<file path="config.mk">
export PLATFORM = sky130hd
export DESIGN_NAME = rtccv_core
export DESIGN_NICKNAME = d
export VERILOG_FILES = /design/src/rtl/rtccv_pkg.sv /design/src/rtl/rtccv_core.sv
export SDC_FILE = /design/constraint.sdc
export NUM_CORES = 1
export LEC_CHECK = 0
export BUFFER_PORTS_ARGS = -buffer_cell sky130_fd_sc_hd__buf_4
export CORE_MARGIN = 3
export CORE_UTILIZATION = 60
export DETAILED_ROUTE_END_ITERATION = 7
export PLACE_DENSITY = 0.78
export SYNTH_ARGS = -nofsm -noshare
export SYNTH_HDL_FRONTEND = slang
export SYNTH_SLANG_ARGS = --single-unit
</file>
<file path="constraint.sdc">
create_clock -name i_clk -period 4.5 [get_ports i_clk]
set_clock_uncertainty 0.2 [all_clocks]
set_input_delay 0.225 -clock i_clk [delete_from_list [all_inputs] [get_ports i_clk]]
set_output_delay 0.225 -clock i_clk [all_outputs]
set_load 0.02 [all_outputs]
</file>
<file path="src/rtl/rtccv_pkg.sv">
`default_nettype none
package rtccv_pkg;
  localparam int ADDR_W = 2;
  localparam int DATA_W = 16;
  // register indexes on the plain port
  localparam logic [1:0] REG_CFG = 2'h0;
  localparam logic [1:0] REG_TVAL = 2'h1;
  localparam logic [1:0] REG_ACFG = 2'h2;
  localparam logic [1:0] REG_AVAL = 2'h3;
  // configuration field positions
  localparam int CFG_EN_BIT = 15;
  localparam int CFG_UNLOCK_BIT = 13;
  localparam int CFG_HALF_BIT = 11;
  localparam int CFG_PTR_LSB = 8;
  localparam int CFG_TRIM_LSB = 0;
  // window pointer codes
  localparam logic [1:0] PTR_MINUTE_SECOND_VALUE = 2'h0;
  localparam logic [1:0] PTR_WDHR = 2'h1;
  localparam logic [1:0] PTR_MONTH_DAY_VALUE = 2'h2;
  localparam logic [1:0] PTR_YEAR = 2'h3;
  // implemented bits of each byte field
  localparam logic [7:0] MASK_YEAR = 8'hff;
  localparam logic [7:0] MASK_MONTH = 8'h1f;
  localparam logic [7:0] MASK_MDAY = 8'h3f;
  localparam logic [7:0] MASK_WEEKDAY_DIGIT = 8'h07;
  localparam logic [7:0] MASK_HOUR = 8'h3f;
  localparam logic [7:0] MASK_MIN = 8'h7f;
  localparam logic [7:0] MASK_SEC = 8'h7f;
  // rollover limits in bcd
  localparam logic [7:0] MAX_SEC = 8'h59;
  localparam logic [7:0] MAX_MIN = 8'h59;
  localparam logic [7:0] MAX_HOUR = 8'h23;
  localparam logic [7:0] MAX_WEEKDAY_DIGIT = 8'h06;
  localparam logic [7:0] MAX_MONTH = 8'h12;
  localparam logic [7:0] MAX_YEAR = 8'h99;
  localparam logic [7:0] BCD_ZERO = 8'h00;
  localparam logic [7:0] BCD_ONE = 8'h01;
  // reset values (field contents are undefined on the real part)
  localparam logic [7:0] RST_MDAY = 8'h01;
  localparam logic [7:0] RST_MONTH = 8'h01;
  // prescaler: crystal pulses per second
  localparam int PRESC_W = 15;
  localparam int HALF_BIT = 14;
  localparam int ADJ_W = 10;
  typedef struct packed {
    logic [7:0] year;
    logic [7:0] month;
    logic [7:0] mday;
    logic [7:0] weekday_digit;
    logic [7:0] hour;
    logic [7:0] minute;
    logic [7:0] second;
  } rtccv_time_type;
endpackage : rtccv_pkg
`default_nettype wire

</file>
<file path="src/rtl/rtccv_core.sv">
// Operation
// - year byte holds tens 7-4, ones 3-0, upper byte reads zero.
// - month tens at bit 12, ones 11-8; read-only in time window.
// - day tens 5-4, ones 3-0; bits 7-6 and 15-13 read zero.
// - weekday in bits 10-8, range 0 to 6, bits 15-11 zero.
// - hour tens 5-4 range 0 to 2, ones 3-0.
// - minute tens 14-12, ones 11-8, bit 15 reads zero.
// - second tens 6-4, ones 3-0, bit 7 reads zero.
// - time year, month/day, weekday/hour writes only while unlock bit set.
// - alarm month/day and weekday/hour share layout, writable only when unlocked.
// - unimplemented upper bits read zero and hold no state.
// - each minute, signed trim times four pulses adjusts the timer count.
// - negative trim subtracts pulses, positive trim adds pulses.
// - two-bit pointer selects window pair; each access decrements until zero.
// - half-second flag clears on a write to minute/second register while unlock bit set.
`default_nettype none
module rtccv_core (
  input wire logic i_clk,
  input wire logic i_rst_n,
  input wire logic i_xtal,
  input wire logic [rtccv_pkg::ADDR_W-1:0] i_addr,
  input wire logic [rtccv_pkg::DATA_W-1:0] i_wdata,
  input wire logic i_wr,
  input wire logic i_rd,
  output logic [rtccv_pkg::DATA_W-1:0] o_rdata,
  output logic o_second_pulse
);
  rtccv_pkg::rtccv_time_type time_q;
  rtccv_pkg::rtccv_time_type alarm_q;
  rtccv_pkg::rtccv_time_type time_adv;
  logic en_q;
  logic unlock_q;
  logic [1:0] ptr_q;
  logic [1:0] aptr_q;
  logic [7:0] trim_q;
  logic [rtccv_pkg::PRESC_W-1:0] presc_q;
  logic signed [rtccv_pkg::ADJ_W-1:0] adj_q;
  logic xtal_s1_q;
  logic xtal_s2_q;
  logic xtal_s3_q;
  logic xtal_edge;
  logic xtal_run;
  logic [rtccv_pkg::PRESC_W:0] presc_sum;
  logic [rtccv_pkg::PRESC_W:0] step;
  logic sec_tick;
  logic minute_tick;
  logic wr_cfg;
  logic wr_tval;
  logic wr_acfg;
  logic wr_aval;
  logic acc_tval;
  logic acc_aval;
  logic [15:0] tval_rd;
  logic [15:0] aval_rd;
  logic [15:0] rd_d;
  logic [15:0] cfg_rd;

  // bcd increment with wrap from max back to min
  function automatic logic [7:0] bcd_inc(input logic [7:0] v, input logic [7:0] max, input logic [7:0] min);
    logic [7:0] r;
    r = v;
    if (v == max) begin
      r = min;
    end else if (v[3:0] == 4'h9) begin
      r = {v[7:4] + 4'h1, 4'h0};
    end else begin
      r = {v[7:4], v[3:0] + 4'h1};
    end
    return r;
  endfunction : bcd_inc

  // last day of month; leap when bcd year divisible by four
  function automatic logic [7:0] month_end(input logic [7:0] mon, input logic [7:0] yr);
    logic leap;
    logic [7:0] r;
    leap = yr[4] ? (yr[3:0] == 4'h2 || yr[3:0] == 4'h6)
                 : (yr[3:0] == 4'h0 || yr[3:0] == 4'h4 || yr[3:0] == 4'h8);
    case (mon)
      8'h02: r = leap ? 8'h29 : 8'h28;
      8'h04, 8'h06, 8'h09, 8'h11: r = 8'h30;
      default: r = 8'h31;
    endcase
    return r;
  endfunction : month_end

  // pointer walks down one pair per access and parks at zero
  function automatic logic [1:0] ptr_next(input logic [1:0] p);
    logic [1:0] r;
    r = p;
    if (p != rtccv_pkg::PTR_MINUTE_SECOND_VALUE) begin
      r = p - 2'h1;
    end
    return r;
  endfunction : ptr_next

  // crystal pin crosses into i_clk; only stage 2 onward is looked at
  always_ff @(posedge i_clk or negedge i_rst_n) begin
    if (!i_rst_n) begin
      xtal_s1_q <= 1'b0;
      xtal_s2_q <= 1'b0;
      xtal_s3_q <= 1'b0;
    end else begin
      xtal_s1_q <= i_xtal;
      xtal_s2_q <= xtal_s1_q;
      xtal_s3_q <= xtal_s2_q;
    end
  end
  assign xtal_edge = xtal_s2_q & ~xtal_s3_q;
  assign xtal_run = en_q && xtal_edge;

  assign wr_cfg = i_wr && (i_addr == rtccv_pkg::REG_CFG);
  assign wr_tval = i_wr && (i_addr == rtccv_pkg::REG_TVAL);
  assign wr_acfg = i_wr && (i_addr == rtccv_pkg::REG_ACFG);
  assign wr_aval = i_wr && (i_addr == rtccv_pkg::REG_AVAL);
  // the bus has no byte lanes, so every window access touches the high byte
  assign acc_tval = (i_wr || i_rd) && (i_addr == rtccv_pkg::REG_TVAL);
  assign acc_aval = (i_wr || i_rd) && (i_addr == rtccv_pkg::REG_AVAL);

  // pending adjust is spread over crystal pulses: double steps or skipped steps
  always_comb begin
    if (adj_q > 0) begin
      step = 16'h0002;
    end else if (adj_q < 0) begin
      step = 16'h0000;
    end else begin
      step = 16'h0001;
    end
  end
  assign presc_sum = {1'b0, presc_q} + step;
  assign sec_tick = xtal_run && presc_sum[rtccv_pkg::PRESC_W];
  assign minute_tick = sec_tick && (time_q.second == rtccv_pkg::MAX_SEC);

  always_ff @(posedge i_clk or negedge i_rst_n) begin
    if (!i_rst_n) begin
      presc_q <= '0;
      adj_q <= '0;
    end else begin
      if (wr_tval && unlock_q && ptr_q == rtccv_pkg::PTR_MINUTE_SECOND_VALUE) begin
        presc_q <= '0;
      end else if (xtal_run) begin
        presc_q <= presc_sum[rtccv_pkg::PRESC_W-1:0];
      end
      // trim times four spans -512 to 508, so ten signed bits hold it exactly
      if (minute_tick) begin
        adj_q <= {trim_q, 2'b00};
      end else if (xtal_run && adj_q > 0) begin
        adj_q <= adj_q - 10'sd1;
      end else if (xtal_run && adj_q < 0) begin
        adj_q <= adj_q + 10'sd1;
      end
    end
  end

  always_comb begin
    time_adv = time_q;
    time_adv.second = bcd_inc(time_q.second, rtccv_pkg::MAX_SEC, rtccv_pkg::BCD_ZERO);
    if (time_q.second == rtccv_pkg::MAX_SEC) begin
      time_adv.minute = bcd_inc(time_q.minute, rtccv_pkg::MAX_MIN, rtccv_pkg::BCD_ZERO);
      if (time_q.minute == rtccv_pkg::MAX_MIN) begin
        time_adv.hour = bcd_inc(time_q.hour, rtccv_pkg::MAX_HOUR, rtccv_pkg::BCD_ZERO);
        if (time_q.hour == rtccv_pkg::MAX_HOUR) begin
          time_adv.weekday_digit = bcd_inc(time_q.weekday_digit, rtccv_pkg::MAX_WEEKDAY_DIGIT, rtccv_pkg::BCD_ZERO);
          time_adv.mday = bcd_inc(time_q.mday, month_end(time_q.month, time_q.year), rtccv_pkg::BCD_ONE);
          if (time_q.mday == month_end(time_q.month, time_q.year)) begin
            time_adv.month = bcd_inc(time_q.month, rtccv_pkg::MAX_MONTH, rtccv_pkg::BCD_ONE);
            if (time_q.month == rtccv_pkg::MAX_MONTH) begin
              time_adv.year = bcd_inc(time_q.year, rtccv_pkg::MAX_YEAR, rtccv_pkg::BCD_ZERO);
            end
          end
        end
      end
    end
  end

  // a software write wins over the tick for the pair it writes
  always_ff @(posedge i_clk or negedge i_rst_n) begin
    if (!i_rst_n) begin
      time_q <= '0;
      time_q.mday <= rtccv_pkg::RST_MDAY;
      time_q.month <= rtccv_pkg::RST_MONTH;
    end else begin
      if (sec_tick) begin
        time_q <= time_adv;
      end
      if (wr_tval && unlock_q) begin
        case (ptr_q)
          rtccv_pkg::PTR_MINUTE_SECOND_VALUE: begin
            time_q.minute <= i_wdata[15:8] & rtccv_pkg::MASK_MIN;
            time_q.second <= i_wdata[7:0] & rtccv_pkg::MASK_SEC;
          end
          rtccv_pkg::PTR_WDHR: begin
            time_q.weekday_digit <= i_wdata[15:8] & rtccv_pkg::MASK_WEEKDAY_DIGIT;
            time_q.hour <= i_wdata[7:0] & rtccv_pkg::MASK_HOUR;
          end
          rtccv_pkg::PTR_MONTH_DAY_VALUE: begin
            // month bits stay read-only here
            time_q.mday <= i_wdata[7:0] & rtccv_pkg::MASK_MDAY;
          end
          default: begin
            time_q.year <= i_wdata[7:0] & rtccv_pkg::MASK_YEAR;
          end
        endcase
      end
    end
  end

  always_ff @(posedge i_clk or negedge i_rst_n) begin
    if (!i_rst_n) begin
      alarm_q <= '0;
    end else if (wr_aval) begin
      case (aptr_q)
        rtccv_pkg::PTR_MINUTE_SECOND_VALUE: begin
          alarm_q.minute <= i_wdata[15:8] & rtccv_pkg::MASK_MIN;
          alarm_q.second <= i_wdata[7:0] & rtccv_pkg::MASK_SEC;
        end
        rtccv_pkg::PTR_WDHR: begin
          if (unlock_q) begin
            alarm_q.weekday_digit <= i_wdata[15:8] & rtccv_pkg::MASK_WEEKDAY_DIGIT;
            alarm_q.hour <= i_wdata[7:0] & rtccv_pkg::MASK_HOUR;
          end
        end
        rtccv_pkg::PTR_MONTH_DAY_VALUE: begin
          if (unlock_q) begin
            alarm_q.month <= i_wdata[15:8] & rtccv_pkg::MASK_MONTH;
            alarm_q.mday <= i_wdata[7:0] & rtccv_pkg::MASK_MDAY;
          end
        end
        default: begin
        end
      endcase
    end
  end

  always_ff @(posedge i_clk or negedge i_rst_n) begin
    if (!i_rst_n) begin
      en_q <= 1'b0;
      unlock_q <= 1'b0;
      ptr_q <= rtccv_pkg::PTR_MINUTE_SECOND_VALUE;
      aptr_q <= rtccv_pkg::PTR_MINUTE_SECOND_VALUE;
      trim_q <= 8'h00;
    end else begin
      if (wr_cfg) begin
        unlock_q <= i_wdata[rtccv_pkg::CFG_UNLOCK_BIT];
        ptr_q <= i_wdata[rtccv_pkg::CFG_PTR_LSB +: 2];
        trim_q <= i_wdata[rtccv_pkg::CFG_TRIM_LSB +: 8];
        if (unlock_q) begin
          en_q <= i_wdata[rtccv_pkg::CFG_EN_BIT];
        end
      end else if (acc_tval) begin
        ptr_q <= ptr_next(ptr_q);
      end
      if (wr_acfg) begin
        aptr_q <= i_wdata[rtccv_pkg::CFG_PTR_LSB +: 2];
      end else if (acc_aval) begin
        aptr_q <= ptr_next(aptr_q);
      end
    end
  end

  always_comb begin
    cfg_rd = {en_q, 1'b0, unlock_q, 1'b0, presc_q[rtccv_pkg::HALF_BIT], 1'b0, ptr_q, trim_q};
    case (ptr_q)
      rtccv_pkg::PTR_MINUTE_SECOND_VALUE: tval_rd = {time_q.minute, time_q.second};
      rtccv_pkg::PTR_WDHR: tval_rd = {time_q.weekday_digit, time_q.hour};
      rtccv_pkg::PTR_MONTH_DAY_VALUE: tval_rd = {time_q.month, time_q.mday};
      default: tval_rd = {8'h00, time_q.year};
    endcase
    case (aptr_q)
      rtccv_pkg::PTR_MINUTE_SECOND_VALUE: aval_rd = {alarm_q.minute, alarm_q.second};
      rtccv_pkg::PTR_WDHR: aval_rd = {alarm_q.weekday_digit, alarm_q.hour};
      rtccv_pkg::PTR_MONTH_DAY_VALUE: aval_rd = {alarm_q.month, alarm_q.mday};
      default: aval_rd = 16'h0000;
    endcase
    case (i_addr)
      rtccv_pkg::REG_CFG: rd_d = cfg_rd;
      rtccv_pkg::REG_TVAL: rd_d = tval_rd;
      rtccv_pkg::REG_ACFG: rd_d = {6'h00, aptr_q, 8'h00};
      default: rd_d = aval_rd;
    endcase
  end

  // read data stands only in the cycle after the strobe
  always_ff @(posedge i_clk or negedge i_rst_n) begin
    if (!i_rst_n) begin
      o_rdata <= 16'h0000;
    end else begin
      o_rdata <= i_rd ? rd_d : 16'h0000;
    end
  end

  always_ff @(posedge i_clk or negedge i_rst_n) begin
    if (!i_rst_n) begin
      o_second_pulse <= 1'b0;
    end else begin
      o_second_pulse <= sec_tick;
    end
  end
endmodule : rtccv_core
`default_nettype wire

</file>
==> flow_summary.toml <==
[outcome]
status = "finished, violations left"
violations = "design-rule violations"

[power_and_ir_drop]
power_frac_seq = 0.428
netSwitchingFraction = 0.396
p_comb_frac = 0.314
vdd_drop_max_mv = 0.393
clock_power_share = 0.257
switching_power_uw = 2180
power_leakage_uw = 0.00432
p_int_uw = 3310
p_per_area_mw_per_mm2 = 561

[clock_network]
cts_root_buffer = "clkbuf_16"
cts_buffers = 17
cts_tree = "yes"
insertion_delay_ns = 0.45
post_cts_resized = 0
clk_pin_slew_ns = 0.07
clock_sinks = 149
h-tree-depth = 4
clock_path_buffers = 2

[cells_and_area]
area.sequential_sq_mm = 0.00373
n_fill_cell = 982
stdcell_area_sq_mm = 0.00978
drive_above_1_share = 0.154
area_growth_pct = 13.8
final_common_cell = "dfrtp_1"
antenna_cells = 0
final_cell_mix = "dfrtp_1 (147), nand2_1 (87), nor2_1 (78), o21ai_0 (63), mux2_2 (44)"
multi_input_area_sq_mm = 0.00454
nets = 991
utilization = 0.702

[routing]
via_count = 7327
drt_wl_total_mm = 23.6
avgRoutedWirePerCell_microns = 21.1
first_iter_violations = 859
first_pass_iters = 8
ant_nets = 0
drc = 19
viasPerCell = 6.55

[place]
port_buffers = 39
place_ws_ns = 0.603
dp_hpwl_mm = 16.4
dpl-instance-area_sq_mm = 0.00896
gp_congestion = 0.870

[critical_path]
crit_fanout = 11
worst_path_largest_cell_delay_ns = 0.52
cpMaxStageDelayCell = "or4_1"
crit_chain = "or4_1 -> nor4_1 -> nor2_1 -> ha_1 -> a21o_1 -> and4_1 -> nand4_1 -> buf_4 -> or4_1 -> or3_1 -> a21oi_1"
end_kind = "register"
cp-start-kind = "register"
criticalPathCategory = "register to register"
cp.arrival_ns = 4.09
worstPathRequired_ns = 4.66
crit_buf_inv = 1
cp_top_family = "simple AND/OR/NAND/NOR gates"
path_common_cell = "or4_1"

[global_route]
track_usage = 0.307
grt_pass1_wl_mm = 38.1
grt_max_degree = 84
antenna_found_initial = 0
grt-ovfl-total = 0
first_global_vias = 7222

[synthesis]
yosys_most_used_dff = "dfrtp_1"
syn_area_per_cell_sq_um = 9.70
ys_ff_latch = 149
synth_xor_area_frac = 0.0387
muxShareOfSynthArea = 0.0903
syn_inst = 886
ys.warnings.count = 0
synthSimpleGateAreaFrac = 0.198
ys_seq_area_frac = 0.434
synth_cell_types = 75
synthAdderAreaFrac = 0.0629
synth_compound_area_frac = 0.139
syn_nets = 951
ys_async_sr_fraction = 1.00
synth_top_cell_by_area = "dfrtp_1"
synth_top_family_by_area = "simple AND/OR/NAND/NOR gates"
netlist_top_cells_area = "dfrtp_1 (43%), ha_1 (5.8%), mux2_2 (5.8%)"
synth.top_cell.area_share = 0.428
synth-edff-count = 0
synthesis.area_sq_mm = 0.00859

[sta]
slew_violations = 0
slew_headroom = 0.278
period_share = 0.874
fin_worst_hold_slack_ns = 0.150
fmax_ghz = 0.254
rsz0062_at_grt = "false"
worst_pin_slew_ns = 1.08
fin_tns_setup_ns = 0
setup_ws_ns = 0.569
finalCriticalPeriod_ns = 3.93
hold_viol = 0
setup_viol = 0

[floorplan]
rows = 43
die-width_microns = 126
coreArea_sq_mm = 0.0139
initial_core_util = 0.617
io_pins = 40
chipHeight_microns = 126
die-area_sq_mm = 0.0158

[job]
cap_viol_max_count = 0

[hold_path]
hold_path.class = "register to register"
synth_stat cells, types with 5 or more instances:
cell type,instances
a21oi_1,38
nor2b_1,8
buf_1,7
a31oi_1,12
xnor2_1,21
clkbuf_1,33
xor2_1,17
nand3_1,29
and3b_1,7
dfrtp_1,147
inv_1,33
nor2_1,78
nor3_1,17
nand3b_1,5
a222oi_1,25
and3_1,8
ha_1,40
or3_1,8
nand2_1,87
and2_1,13
nand4_1,16
o21ai_0,63
buf_2,5
o31ai_1,7
o21ai_1,10
mux2i_1,28
mux2_2,44
nor3b_1,5
metrics by stage:
stage / instances / power (uW)
6_report: 1119 / 5490
5_1_grt: 1119 / 5810
3_3_place_gp: 1063 / 3860
4_1_cts: 1119 / 5460
3_5_place_dp: 1063 / 4000
2_1_floorplan: 886 / 3390
power by group through the flow:
stage	sequential [uW]	clock, uW	combinational [uW]
2_1_floorplan	2180	0	1210
3_3_place_gp	2290	0	1570
3_5_place_dp	2340	0	1660
4_1_cts	2320	1420	1720
5_1_grt	2400	1470	1930
6_report	2350	1410	1730
metal layers:
layer	global-route usage	wire (microns)
met1	0.420	9800
met2	0.457	10400
met5	0	0
met4	0.182	1530
met3	0.0594	1830
flip-flops by register name (all words and copies together), names as in the netlist:
signal,count
o_rdata,16
aptr_q,2
presc_q,15
xtal_s3_q,1
alarm_q,34
ptr_q,2
time_q,56
adj_q,10
trim_q,8
o_second_pulse,1
xtal_s1_q,1
xtal_s2_q,1
en_q,1
unlock_q,1
repair_timing:
item                                   CTS  global route
hold buffers                            24             0
setup buffers                            0             0
endpoints found under the hold margin  178             0
path summary, 6_finish.rpt:
check / startpoint / end / slack, ns / depth (start not counted)
setup / recovery: adj_q[5] / time_q[23] / 0.57 / 11
hold / removal: xtal_s1_q / xtal_s2_q / 0.15 / 0
setup reg to reg: adj_q[5] / time_q[23] / 0.57 / 11
hold reg to reg: xtal_s1_q / xtal_s2_q / 0.15 / 0
max in group asynchronous: i_rst_n / trim_q[5] / 2.92 / 3
min in group asynchronous: i_rst_n / adj_q[8] / 0.17 / 2
kinds of logic (layout without fill, tap and decap cells):
group,Yosys count,count (layout)
compound gates,186,186
xor+xnor,38,38
fa+ha+maj,42,42
buf+inv,80,133
flops,149,149
mux,72,72
simple gates,319,319
layout make-up:
cell class	instances	share of cell area
multi-input cells	657	0.465
flip-flops and latches	149	0.382
repair buffers	68	0.0587
clock buffers	17	0.0435
well taps	180	0.0230
clock inverters	15	0.0157
inverters	33	0.0127
(Power assumes the default switching activity.)
